==> src/common/timer_pair_pkg.sv <==
// Constants, register map and carried types for the dual timer pair with pulse-width mode.
// Assumes a classic Wishbone slave with 32-bit data words and a single 50 MHz clock.
// What this block does
// - Pulse-width mode only on lower timer, 8-bit.
// - Upper timer still runs as 8-bit timer.
// - Toggle flop drives the timer output pin.
// - Toggle on compare match and on wrap.
// - Counter clears at wrap, not at match.
// - Buffered compare loads at each wrap.
// - Pair-mode codes: 01,00,10,11 decoded.
// - Cycle codes 01,10,11 give 63,127,255.
// - Lower clock: external, div1, div4, div16.
// - Upper clock: lower match (div256 in pulse-width mode), div1, div16, div256.
// - Upper alone in pulse mode: no flop output.
// - Mode register fields at 7:6, 5:4, 3:2, 1:0.
// - Run bit 0 stops and clears lower counter.
// - One control write clears, inverts, buffers.
// - Toggle source select: lower or upper timer.
package timer_pair_pkg;
   localparam logic [3:0] ADDR_RUN     = 4'h0;
   localparam logic [3:0] ADDR_MODE    = 4'h4;
   localparam logic [3:0] ADDR_FLOPCTL = 4'h8;
   localparam logic [3:0] ADDR_LCMP    = 4'hc;
   localparam logic [3:0] ADDR_UCMP    = 4'h0; // Upper compare sits in word 4 (byte 0x10).
   localparam logic [7:0] BYTE_UCMP    = 8'h10;
   localparam logic [7:0] BYTE_STATUS  = 8'h14;
   localparam int MODE_PAIR_HI = 7;
   localparam int MODE_PAIR_LO = 6;
   localparam int MODE_CYC_HI  = 5;
   localparam int MODE_CYC_LO  = 4;
   localparam int MODE_UCLK_HI = 3;
   localparam int MODE_UCLK_LO = 2;
   localparam int MODE_LCLK_HI = 1;
   localparam int MODE_LCLK_LO = 0;
   localparam int FC_INV_EN    = 1;
   localparam int FC_DBUF_EN   = 7;
   localparam int FC_SRC_SEL   = 0;
   localparam int FC_CMD_HI    = 3;
   localparam int FC_CMD_LO    = 2;
   localparam int RUN_LOWER    = 0;
   localparam int RUN_UPPER    = 1;
   localparam logic [7:0] MODE_RESET    = 8'h00;
   localparam logic [7:0] FLOPCTL_RESET = 8'h00;
   localparam logic [7:0] RUN_RESET     = 8'h00;
   localparam logic [7:0] WRAP_63       = 8'h3f;
   localparam logic [7:0] WRAP_127      = 8'h7f;
   localparam logic [7:0] WRAP_255      = 8'hff;
   localparam logic [1:0] FC_CMD_INVERT = 2'h0;
   localparam logic [1:0] FC_CMD_SET    = 2'h1;
   localparam logic [1:0] FC_CMD_CLEAR  = 2'h2;
   typedef enum logic [1:0] {
      PAIR_DUAL8 = 2'h0,
      PAIR_WIDE  = 2'h1,
      PAIR_PPG   = 2'h2,
      PAIR_PWM   = 2'h3
   } pair_mode_type;
   typedef struct packed {
      logic ext;
      logic div1;
      logic div4;
      logic div16;
      logic div256;
   } taps_type;
   typedef struct packed {
      logic [7:0] count;
      logic       match;
      logic       wrap;
   } timer_state_type;
endpackage

==> src/logic/dual_timer_pwm_mode.sv <==
// Dual 8-bit timer pair with pulse-width, pulse-pattern, wide and dual modes.
// Assumes tick taps arrive as one-cycle enables synchronous to clk, from a prescaler outside.
//
// The register offsets and the Wishbone slave port are this design's own decisions.
`timescale 1ns/1ns
module dual_timer_pwm_mode (
   input  wire logic                     clk,
   input  wire logic                     sys_rst,
   input  wire logic [7:0]               wb_adr_i,
   input  wire logic [31:0]              wb_dat_i,
   output logic      [31:0]              wb_dat_o,
   input  wire logic [3:0]               wb_sel_i,
   input  wire logic                     wb_we_i,
   input  wire logic                     wb_cyc_i,
   input  wire logic                     wb_stb_i,
   output logic                          wb_ack_o,
   input  wire timer_pair_pkg::taps_type taps,
   output logic                          timerOutPin,
   output logic                          lowerMatch,
   output logic                          upperMatch
);
   // Wishbone decode: single-wait answer, ack pulses one cycle.
   logic [7:0] runControlReg, timerPairModeReg, toggleFlopControlReg;
   logic [7:0] lowerCompareReg, lowerBufferReg, upperCompareReg;
   logic [7:0] lowerUpCounterReg, upperCounterReg;
   logic       outputToggleFfReg;
   logic       ackReg;
   logic [31:0] rdataReg;
   wire        busReq   = wb_cyc_i & wb_stb_i & ~ackReg;
   wire        wrStb    = busReq & wb_we_i & wb_sel_i[0];
   wire        wrRun    = wrStb & (wb_adr_i == {4'h0, timer_pair_pkg::ADDR_RUN});
   wire        wrMode   = wrStb & (wb_adr_i == {4'h0, timer_pair_pkg::ADDR_MODE});
   wire        wrFlop   = wrStb & (wb_adr_i == {4'h0, timer_pair_pkg::ADDR_FLOPCTL});
   wire        wrLcmp   = wrStb & (wb_adr_i == {4'h0, timer_pair_pkg::ADDR_LCMP});
   wire        wrUcmp   = wrStb & (wb_adr_i == timer_pair_pkg::BYTE_UCMP);

   // Mode field decode.
   wire timer_pair_pkg::pair_mode_type pairModeSel = timer_pair_pkg::pair_mode_type'(
      timerPairModeReg[timer_pair_pkg::MODE_PAIR_HI:timer_pair_pkg::MODE_PAIR_LO]);
   wire [1:0] wrapCycleSel = timerPairModeReg[timer_pair_pkg::MODE_CYC_HI:timer_pair_pkg::MODE_CYC_LO];
   wire [1:0] upperClkSel  = timerPairModeReg[timer_pair_pkg::MODE_UCLK_HI:timer_pair_pkg::MODE_UCLK_LO];
   wire [1:0] lowerClkSel  = timerPairModeReg[timer_pair_pkg::MODE_LCLK_HI:timer_pair_pkg::MODE_LCLK_LO];
   wire       pwmMode      = (pairModeSel == timer_pair_pkg::PAIR_PWM);
   wire       wideMode     = (pairModeSel == timer_pair_pkg::PAIR_WIDE);
   wire       ppgMode      = (pairModeSel == timer_pair_pkg::PAIR_PPG);
   wire       lowerRun     = runControlReg[timer_pair_pkg::RUN_LOWER];
   wire       upperRun     = runControlReg[timer_pair_pkg::RUN_UPPER];
   wire       dbufEn       = toggleFlopControlReg[timer_pair_pkg::FC_DBUF_EN];
   wire       invEn        = toggleFlopControlReg[timer_pair_pkg::FC_INV_EN];
   wire       toggleSourceSel = toggleFlopControlReg[timer_pair_pkg::FC_SRC_SEL];

   // Wrap limit for the selected cycle; code 00 treated as the full 8-bit span.
   function automatic logic [7:0] wrapLimit(input logic [1:0] code);
      unique case (code)
         2'h1:    wrapLimit = timer_pair_pkg::WRAP_63;
         2'h2:    wrapLimit = timer_pair_pkg::WRAP_127;
         default: wrapLimit = timer_pair_pkg::WRAP_255;
      endcase
   endfunction

   // Tap select for each timer.
   wire lowerTick = (lowerClkSel == 2'h0) ? taps.ext   :
                    (lowerClkSel == 2'h1) ? taps.div1  :
                    (lowerClkSel == 2'h2) ? taps.div4  : taps.div16;
   wire upperTapTick = (upperClkSel == 2'h1) ? taps.div1  :
                       (upperClkSel == 2'h2) ? taps.div16 : taps.div256;
   wire [7:0] limit     = wrapLimit(wrapCycleSel);
   wire       lowerHit  = lowerRun & lowerTick;
   wire       lowerEq   = (lowerUpCounterReg == lowerCompareReg);
   wire       upperEq   = (upperCounterReg == upperCompareReg);
   wire       pwmWrap   = pwmMode & lowerHit & (lowerUpCounterReg == limit);
   wire       pwmMatch  = pwmMode & lowerHit & lowerEq & ~pwmWrap;
   wire       ppgEnd    = ppgMode & lowerHit & (lowerUpCounterReg == upperCompareReg);
   wire       ppgMatch  = ppgMode & lowerHit & lowerEq;
   wire       ivlMatch  = ~pwmMode & ~ppgMode & lowerHit & lowerEq;
   wire       lowerMatchNow = pwmMode ? pwmMatch : (ppgMode ? ppgMatch : ivlMatch);
   wire       upperTick = (upperClkSel == 2'h0 && !pwmMode) ? ivlMatch : upperTapTick;
   wire       upperHit  = upperRun & ~ppgMode & (wideMode ? ivlMatch : upperTick);
   wire       upperFire = upperHit & upperEq & (~wideMode | lowerEq);

   // Toggle event: pulse modes use match and wrap, dual mode follows source select.
   wire       toggleEvt = pwmMode ? (pwmMatch | pwmWrap) :
                          ppgMode ? (ppgMatch | ppgEnd) :
                          wideMode ? upperFire :
                          (toggleSourceSel ? upperFire : ivlMatch);
   wire [1:0] flopCmd   = wb_dat_i[timer_pair_pkg::FC_CMD_HI:timer_pair_pkg::FC_CMD_LO];
   wire       flopCmdGo = wrFlop;

   // Bus registers and read path.
   always_ff @(posedge clk) begin
      if (sys_rst) begin
         ackReg               <= 1'b0;
         rdataReg             <= 32'h0000_0000;
         runControlReg        <= timer_pair_pkg::RUN_RESET;
         timerPairModeReg     <= timer_pair_pkg::MODE_RESET;
         toggleFlopControlReg <= timer_pair_pkg::FLOPCTL_RESET;
         upperCompareReg      <= 8'h00;
      end else begin
         ackReg <= busReq;
         if (wrRun) runControlReg <= wb_dat_i[7:0];
         if (wrMode) timerPairModeReg <= wb_dat_i[7:0];
         if (wrFlop) toggleFlopControlReg <= {wb_dat_i[7:4], 2'h0, wb_dat_i[1:0]};
         if (wrUcmp) upperCompareReg <= wb_dat_i[7:0];
         unique case (wb_adr_i)
            {4'h0, timer_pair_pkg::ADDR_RUN}:     rdataReg <= {24'h0, runControlReg};
            {4'h0, timer_pair_pkg::ADDR_MODE}:    rdataReg <= {24'h0, timerPairModeReg};
            {4'h0, timer_pair_pkg::ADDR_FLOPCTL}: rdataReg <= {24'h0, toggleFlopControlReg};
            {4'h0, timer_pair_pkg::ADDR_LCMP}:    rdataReg <= {24'h0, lowerBufferReg};
            timer_pair_pkg::BYTE_UCMP:            rdataReg <= {24'h0, upperCompareReg};
            timer_pair_pkg::BYTE_STATUS:          rdataReg <= {15'h0, outputToggleFfReg,
                                                      upperCounterReg, lowerUpCounterReg};
            default:                              rdataReg <= 32'h0000_0000;
         endcase
      end
   end
   assign wb_ack_o = ackReg;
   assign wb_dat_o = rdataReg;

   // Compare and buffer: write goes to both when buffering is off, buffer only when on.
   always_ff @(posedge clk) begin
      if (sys_rst) begin
         lowerCompareReg <= 8'h00;
         lowerBufferReg  <= 8'h00;
      end else begin
         if (wrLcmp) lowerBufferReg <= wb_dat_i[7:0];
         if (wrLcmp && !dbufEn) lowerCompareReg <= wb_dat_i[7:0];
         else if (dbufEn && (pwmWrap || ppgEnd)) lowerCompareReg <= lowerBufferReg;
      end
   end

   // Lower up counter: run bit low holds it at zero.
   always_ff @(posedge clk) begin
      if (sys_rst || !lowerRun) lowerUpCounterReg <= 8'h00;
      else if (pwmWrap || ppgEnd) lowerUpCounterReg <= 8'h00;
      else if (ivlMatch && !wideMode) lowerUpCounterReg <= 8'h00;
      else if (ivlMatch && wideMode && upperFire) lowerUpCounterReg <= 8'h00;
      else if (lowerHit) lowerUpCounterReg <= lowerUpCounterReg + 8'h01;
   end

   // Upper counter runs as its own interval timer in dual and pulse-width modes; it does not count in pulse-pattern mode.
   always_ff @(posedge clk) begin
      if (sys_rst || !upperRun) upperCounterReg <= 8'h00;
      else if (upperFire) upperCounterReg <= 8'h00;
      else if (upperHit) upperCounterReg <= upperCounterReg + 8'h01;
   end

   // Output toggle flop: software command wins, otherwise toggles on enabled events.
   always_ff @(posedge clk) begin
      if (sys_rst) outputToggleFfReg <= 1'b0;
      else if (flopCmdGo && flopCmd == timer_pair_pkg::FC_CMD_CLEAR)
         outputToggleFfReg <= 1'b0;
      else if (flopCmdGo && flopCmd == timer_pair_pkg::FC_CMD_SET)
         outputToggleFfReg <= 1'b1;
      else if (flopCmdGo && flopCmd == timer_pair_pkg::FC_CMD_INVERT)
         outputToggleFfReg <= ~outputToggleFfReg;
      else if (invEn && toggleEvt) outputToggleFfReg <= ~outputToggleFfReg;
   end

   // Pin follows the flop; timer output is left to the flop alone.
   assign timerOutPin = outputToggleFfReg;
   assign lowerMatch  = lowerMatchNow;
   assign upperMatch  = upperFire;

   // Checks on the pulse-width path, the run bit, the flop clear command and the bus ack.
   a_wrap_clears: assert property (@(posedge clk) disable iff (sys_rst)
      pwmWrap |=> lowerUpCounterReg == 8'h00) else $error("counter not cleared at wrap");
   a_wrap_toggles: assert property (@(posedge clk) disable iff (sys_rst)
      (pwmWrap && invEn && !wrFlop) |=> timerOutPin != $past(timerOutPin))
      else $error("pin did not toggle at wrap");
   a_match_toggles: assert property (@(posedge clk) disable iff (sys_rst)
      (pwmMatch && invEn && !wrFlop) |=> timerOutPin != $past(timerOutPin))
      else $error("pin did not toggle at match");
   a_buffer_loads: assert property (@(posedge clk) disable iff (sys_rst)
      (pwmWrap && dbufEn && !wrLcmp) |=> lowerCompareReg == $past(lowerBufferReg))
      else $error("buffer not loaded at wrap");
   a_stop_clears: assert property (@(posedge clk) disable iff (sys_rst)
      !lowerRun |=> lowerUpCounterReg == 8'h00) else $error("stopped counter not zero");
   a_count_step: assert property (@(posedge clk) disable iff (sys_rst)
      (pwmMode && lowerHit && !pwmWrap) |=> lowerUpCounterReg == $past(lowerUpCounterReg) + 8'h01)
      else $error("counter did not step");
   a_wrap_limit: assert property (@(posedge clk) disable iff (sys_rst)
      (pwmMode && wrapCycleSel == 2'h2) |-> lowerUpCounterReg <= 8'h7f || $past(!pwmMode))
      else $error("counter passed wrap limit");
   a_flop_clear: assert property (@(posedge clk) disable iff (sys_rst)
      (wrFlop && flopCmd == timer_pair_pkg::FC_CMD_CLEAR) |=> !timerOutPin)
      else $error("flop not cleared");
   a_ack_pulse: assert property (@(posedge clk) disable iff (sys_rst)
      wb_ack_o |=> !wb_ack_o) else $error("ack held longer than one cycle");
endmodule // dual_timer_pwm_mode

==> config.mk <==
export PLATFORM = sky130hd
export DESIGN_NAME = dual_timer_pwm_mode
export DESIGN_NICKNAME = d
export VERILOG_FILES = /design/src/common/timer_pair_pkg.sv /design/src/logic/dual_timer_pwm_mode.sv
export SDC_FILE = /design/constraint.sdc
export NUM_CORES = 1
export LEC_CHECK = 0
export ABC_AREA = 0
export BUFFER_PORTS_ARGS = -buffer_cell sky130_fd_sc_hd__buf_2
export CAP_MARGIN = 10
export CORE_MARGIN = 5
export CORE_UTILIZATION = 54
export CTS_CLUSTER_DIAMETER = 40
export CTS_CLUSTER_SIZE = 20
export DETAILED_ROUTE_END_ITERATION = 7
export GPL_TIMING_DRIVEN = 0
export PLACE_DENSITY = 0.79
export REMOVE_ABC_BUFFERS = 1
export SLEW_MARGIN = 20
export SYNTH_ARGS = -nofsm -noshare
export SYNTH_HDL_FRONTEND = slang
export SYNTH_SLANG_ARGS = --single-unit
==> constraint.sdc <==
create_clock -name clk -period 2.6 [get_ports clk]
set_clock_uncertainty 0.05 [all_clocks]
set_input_delay 0.26 -clock clk [delete_from_list [all_inputs] [get_ports clk]]
set_output_delay 0.26 -clock clk [all_outputs]
set_load 0.005 [all_outputs]
Word level (Yosys, flattened, before mapping)
Cells that the tools add are included.
{"block": "word_totals", "regBits": 96, "input_bits": 54, "out_inout_bits": 36, "word_cells": 113}
{"block": "classes", "add_sub_neg": 2, "eq_ne": 20, "muxes": 20, "bitwise": 33, "reduce_logical": 27}
{"operator": "$pmux W17 S6", "count": 1}
{"operator": "$eq A8 B8 Y1", "count": 4}
{"operator": "$and A1 B1 Y1", "count": 24}
{"operator": "$add A8 B1 Y8 const B", "count": 2}
{"operator": "$eq A8 B4 Y1 const B", "count": 2}
{"operator": "$eq A8 B5 Y1 const B", "count": 2}
{"operator": "$mux W1", "count": 16}
{"operator": "$mux W8", "count": 2}
{"operator": "$pmux W8 S2", "count": 1}
{"operator": "$eq A2 B2 Y1 const B", "count": 6}
{"operator": "$eq A2 B1 Y1 const B", "count": 5}
{"operator": "$logic_and A1 B1 Y1", "count": 10}
{"operator": "$eq A8 B3 Y1 const B", "count": 1}
{"operator": "$logic_not A8 Y1", "count": 1}
{"operator": "$logic_not A2 Y1", "count": 3}
{"operator": "$not A1 Y1", "count": 6}
{"operator": "$logic_not A1 Y1", "count": 5}
{"operator": "$reduce_or A2 Y1", "count": 2}
{"operator": "$reduce_or A4 Y1", "count": 1}
{"operator": "$logic_or A1 B1 Y1", "count": 3}
{"operator": "$or A1 B1 Y1", "count": 3}
{"operator": "$reduce_bool A3 Y1", "count": 1}
{"operator": "$reduce_bool A2 Y1", "count": 1}

Logic depth before layout (Yosys ltp)
{"block": "depth", "depth_word": 20, "mapped_depth": 9, "depth_no_buf": 8}

Worst setup path before layout
Ideal clock, no wire load.
{"block": "synth_path", "kind": "register to register", "start": "register lowerUpCounterReg[3]", "end": "register outputToggleFfReg (netlist: timerOutPin)", "t_arrival_ps": 2197, "path_slack_ps": 226, "stages_incl_launch_ff": 9, "n_path_buf": 1, "synth_period_minus_slack_ps": 2374, "cell_sequence": "dfxtp_1 buf_6 xor2_2 nor4_4 nand4_2 a2111oi_4 a211oi_2 o21a_1 or3_1"}
{"block": "synth_via", "elab_chain_cells": 13, "elab_cells_between_ends": 24, "classes_between": "eq/ne (3); mux (6); bitwise (13); reduce/logical (2)"}
{"item": "start: declaration", "line": "dual_timer_pwm_mode.sv:25", "rtl": "logic [7:0] lowerUpCounterReg, upperCounterReg;"}
{"item": "start signal: assignment", "line": "dual_timer_pwm_mode.sv:137", "rtl": "else if (lowerHit) lowerUpCounterReg <= lowerUpCounterReg + 8'h01;"}
{"item": "$eq A8 B8 Y1 *", "line": "dual_timer_pwm_mode.sv:69", "rtl": "wire lowerEq = (lowerUpCounterReg == lowerCompareReg);"}
{"item": "$and A1 B1 Y1", "line": "dual_timer_pwm_mode.sv:75", "rtl": "wire ivlMatch = ~pwmMode & ~ppgMode & lowerHit & lowerEq;"}
{"item": "$mux W1", "line": "dual_timer_pwm_mode.sv:77", "rtl": "wire upperTick = (upperClkSel == 2'h0 && !pwmMode) ? ivlMatch : upperTapTick;"}
{"item": "$mux W1", "line": "dual_timer_pwm_mode.sv:78", "rtl": "wire upperHit = upperRun & ~ppgMode & (wideMode ? ivlMatch : upperTick);"}
{"item": "$and A1 B1 Y1", "line": "dual_timer_pwm_mode.sv:78"}
{"item": "$and A1 B1 Y1", "line": "dual_timer_pwm_mode.sv:79", "rtl": "wire upperFire = upperHit & upperEq & (~wideMode | lowerEq);"}
{"item": "$and A1 B1 Y1 *", "line": "dual_timer_pwm_mode.sv:79"}
{"item": "named net upperMatch", "line": "dual_timer_pwm_mode.sv:20", "rtl": "output logic upperMatch"}
{"item": "$mux W1", "line": "dual_timer_pwm_mode.sv:85", "rtl": "(toggleSourceSel ? upperFire : ivlMatch);"}
{"item": "$mux W1 *", "line": "dual_timer_pwm_mode.sv:84", "rtl": "wideMode ? upperFire :"}
{"item": "$mux W1 *", "line": "dual_timer_pwm_mode.sv:83", "rtl": "ppgMode ? (ppgMatch | ppgEnd) :"}
{"item": "$mux W1 *", "line": "dual_timer_pwm_mode.sv:82", "rtl": "wire toggleEvt = pwmMode ? (pwmMatch | pwmWrap) :"}
{"item": "$logic_and A1 B1 Y1 *", "line": "dual_timer_pwm_mode.sv:156", "rtl": "else if (invEn && toggleEvt) outputToggleFfReg <= ~outputToggleFfReg;"}
{"item": "$reduce_bool A3 Y1 (no source line) *"}
{"item": "end signal: assignment", "line": "dual_timer_pwm_mode.sv:155", "rtl": "outputToggleFfReg <= ~outputToggleFfReg;"}
{"item": "end signal: assignment", "line": "dual_timer_pwm_mode.sv:156"}
{"item": "end: declaration", "line": "dual_timer_pwm_mode.sv:26", "rtl": "logic outputToggleFfReg;"}
Mark *: on every way through the listed nets, which the timed path passes. The rest lies on a longest branch.
A chain may end at the register's enable or synchronous reset.

Worst setup path after layout
{"block": "layout_path", "start": "register lowerUpCounterReg[5]", "end": "output port upperMatch"}
{"block": "layout_via", "elab_chain_cells": 7, "elab_cells_between_ends": 8, "classes_between": "eq/ne (1); mux (2); bitwise (5)"}
{"item": "$eq A8 B8 Y1 *", "line": "dual_timer_pwm_mode.sv:69"}
{"item": "$and A1 B1 Y1", "line": "dual_timer_pwm_mode.sv:75"}
{"item": "$mux W1", "line": "dual_timer_pwm_mode.sv:77"}
{"item": "$mux W1", "line": "dual_timer_pwm_mode.sv:78"}
{"item": "$and A1 B1 Y1", "line": "dual_timer_pwm_mode.sv:78"}
{"item": "$and A1 B1 Y1", "line": "dual_timer_pwm_mode.sv:79"}
{"item": "$and A1 B1 Y1 *", "line": "dual_timer_pwm_mode.sv:79"}
{"item": "end: declaration", "line": "dual_timer_pwm_mode.sv:20"}
Mark *: on every way between the ends. The rest lies on a longest branch, timed or not.

==> results.yml <==
min_path:
  min_path_type: "in -> reg"
  whs_path_depth: 3
finish:
  nNetsFinal: 535
  multi_input_area_um2: 2270
  fill_cells: 621
  drive_gt1_share_pct: 23.2
  final_common_cell: "nor2_1"
  area_growth_pct: 11.6
  fin_area_um2: 4570
  ff_latch_area_um2: 1640
  final_cell_mix: "nor2_1 (72), dfxtp_1 (71), mux2i_1 (52)"
  n_antenna_cell: 0
floorplanning:
  core_area_um2: 7330
  die_area_um2: 9420
  pin_count: 90
  initial_core_util_pct: 55.8
  dieHeight_um: 97.1
  std_cell_rows: 31
  die_w_um: 97.1
setup_path:
  critPathLaunch: "lowerUpCounterReg[5]$_SDFFE_PP0N_"
  required_ns: 2.29
  reg2reg_slack_ns: 0.04
  path_max_fanout: 5
  r2r_end: "timerOutPin$_SDFFE_PP0P_"
  end_kind: "primary output"
  critPathLaunchType: "register"
  rr_startpoint: "lowerUpCounterReg[5]$_SDFFE_PP0N_"
  crit_arrival_ns: 2.26
  crit_path_end: "upperMatch"
  reg2regPathDepth: 7
  path_class: "reg -> out"
synth:
  syn_area_um2: 4090
  ys_types: 55
  syn_inst: 436
  synth.avg_cell_area_um2: 9.39
  async_flop_share_pct: 0
  yosys_warnings: 0
  synth_seq_cells: 81
  synth_flop_cell: "dfxtp_1"
  seq_area_frac_synth_pct: 39.6
  synth_edf_count: 0
global_route:
  grt_pass1_wl_mm: 15.2
  grt_max_degree: 60
  antenna_found_initial: 0
  grt_pass1_vias: 3129
  grt_overflow_total: 0
  grt_use_total_pct: 19.9
clock_network:
  cts_root_buffer: "clkbuf_8"
  h-tree-depth: 3
  clkSinkCount: 81
  clockBufferDepth: 2
  clkTransAtPathRegs_ns: 0.08
  cts_tree: "done"
  clkLatencyLatePin_ns: 0.36
  cts_made_buffers: 9
timing:
  hold_violations: 0
  setup_viol: 0
  whs_ns: 0.125
  report.final.slew_viol_count: 0
  fin_ws_ns: 0.0279
  period_share_pct: 98.9
  relSlewSlack_pct: 30.7
  timing.fmax_mhz: 389
  min_period_ns: 2.57
  worst_pin_slew_ns: 1.04
  rsz0062_at_grt: "true"
power:
  peakVddDrop_uv: 315
  p_per_area_nw_per_um2: 495
  p_total_mw: 2.26
  power_leakage_nw: 2.16
drt:
  drc: 0
  num_vias: 3306
  drt_pre_antenna_iters: 6
  antenna_left: 0
  routedWlPerCell_um: 16.8
  via_per_inst: 5.68
  drt_iter0_markers: 213
  routed_wl_mm: 9.78
run_status:
  outcome: "finished clean"
placed_design:
  port_buffers: 47
  dp_worst_setup_slack_ns: -0.383
  gp_congestion: 0.907
  placedInstanceArea_um2: 4270
  dpl.hpwl_mm: 6.67
run:
  max_cap_viol_count: 0
## Yosys cell counts, types with 2 or more instances
cell type,number,share of area [%]
a211oi_1,7,1.3
a21oi_1,9,1.1
a222oi_1,6,1.5
a32oi_1,3,0.64
and2_1,10,1.5
and3_1,3,0.46
buf_2,3,0.37
buf_4,16,2.9
buf_6,3,0.83
clkbuf_1,15,1.4
clkbuf_8,2,0.67
dfxtp_1,81,40
ha_1,3,0.92
inv_1,8,0.73
mux2_2,9,2.5
mux2i_1,52,13
nand2_1,24,2.2
nand3_1,8,0.98
nand4_1,5,0.76
nor2_1,72,6.6
nor3_1,4,0.49
nor4_1,6,0.92
nor4_4,3,1.6
o21a_1,3,0.55
o21ai_0,12,1.5
or3_1,6,0.92
xnor2_1,7,1.5
xor2_1,28,6.0
xor2_2,2,0.79
## power breakdown
part | leakage (nW) | switching, mW | total, mW | internal [mW]
clock network | 0.0888 | 0.466 | 0.937 | 0.471
registers | 0.658 | 0.000715 | 1.24 | 1.24
logic | 1.41 | 0.0603 | 0.0867 | 0.0264
## flip-flops by register name, summed over array words and instances, names as in the netlist
| name | count |
|---|---|
| toggleFlopControlReg | 6 |
| wb_dat_o | 17 |
| lowerCompareReg | 8 |
| lowerBufferReg | 8 |
| runControlReg | 8 |
| timerPairModeReg | 8 |
| lowerUpCounterReg | 8 |
| wb_ack_o | 1 |
| upperCounterReg | 8 |
| upperCompareReg | 8 |
| timerOutPin | 1 |
## critical path, stage by stage, from the launching register on
cell       delay [ns]
dfxtp_1          0.48
xor2_1           0.14
nor4_4           0.34
nand4_2          0.21
a2111oi_4        0.54
buf_2            0.20
## area by class of cell
class | instances | area share, %
Clock inverter | 4 | 1.15
Timing Repair Buffer | 56 | 6.63
Tap cell | 99 | 2.71
Multi-Input combinational cell | 322 | 49.8
Inverter | 8 | 0.657
Sequential cell | 81 | 35.9
Clock buffer | 12 | 3.18
## logic make-up (layout without fill, tap and decap cells)
group	after synthesis	count (layout)	synth area share, %
AND/OR/NAND/NOR	157	157	19.8
flip-flops	81	81	39.6
multiplexers	61	61	15.2
AO/OA/AOI/OAI	49	49	9.23
buffers and inverters	47	80	6.91
XOR/XNOR	37	37	8.29
adder cells (fa/ha/maj)	3	3	0.917
other	1	15	0.0916
## repair_timing
action / CTS / global route
pin swaps: 1 / 6
setup endpoints to repair: 3 / 14
setup buffers: 0 / 8
gates resized for setup: 3 / 14
hold buffers: 0 / 0
## metrics by stage
stage          TNS [ns]  utilization (%)  std cells
2_1_floorplan    -0.787                -        411
3_3_place_gp     -23.39             58.0        557
3_5_place_dp      -2.77             58.2        558
4_1_cts               0             61.0        574
5_1_grt          -0.192             62.3        582
6_report              0             62.3        582
## how the worst min path moves through the flow
stage,to,slack [ns],from
after floorplan,lowerCompareReg[0]$_SDFFE_PP0P_,0.28,sys_rst
after global placement,wb_ack_o$_SDFF_PP0_,0.41,wb_ack_o$_SDFF_PP0_
after detailed placement,wb_ack_o$_SDFF_PP0_,0.42,wb_ack_o$_SDFF_PP0_
after CTS,wb_ack_o$_SDFF_PP0_,0.11,wb_stb_i
after global routing,wb_ack_o$_SDFF_PP0_,0.14,wb_stb_i
final,wb_ack_o$_SDFF_PP0_,0.12,wb_stb_i
## routing by layer
| metal | wire length (um) | track usage (%) | vias to the layer above |
|---|---|---|---|
| li1 | - | - | 1567 |
| met1 | 4170 | 24.8 | 1586 |
| met2 | 4760 | 32.5 | 127 |
| met3 | 658 | 5.89 | 26 |
| met4 | 195 | 7.34 | 0 |
| met5 | 0 | 0 | - |
No activity file was read; power rests on OpenSTA's default activity.
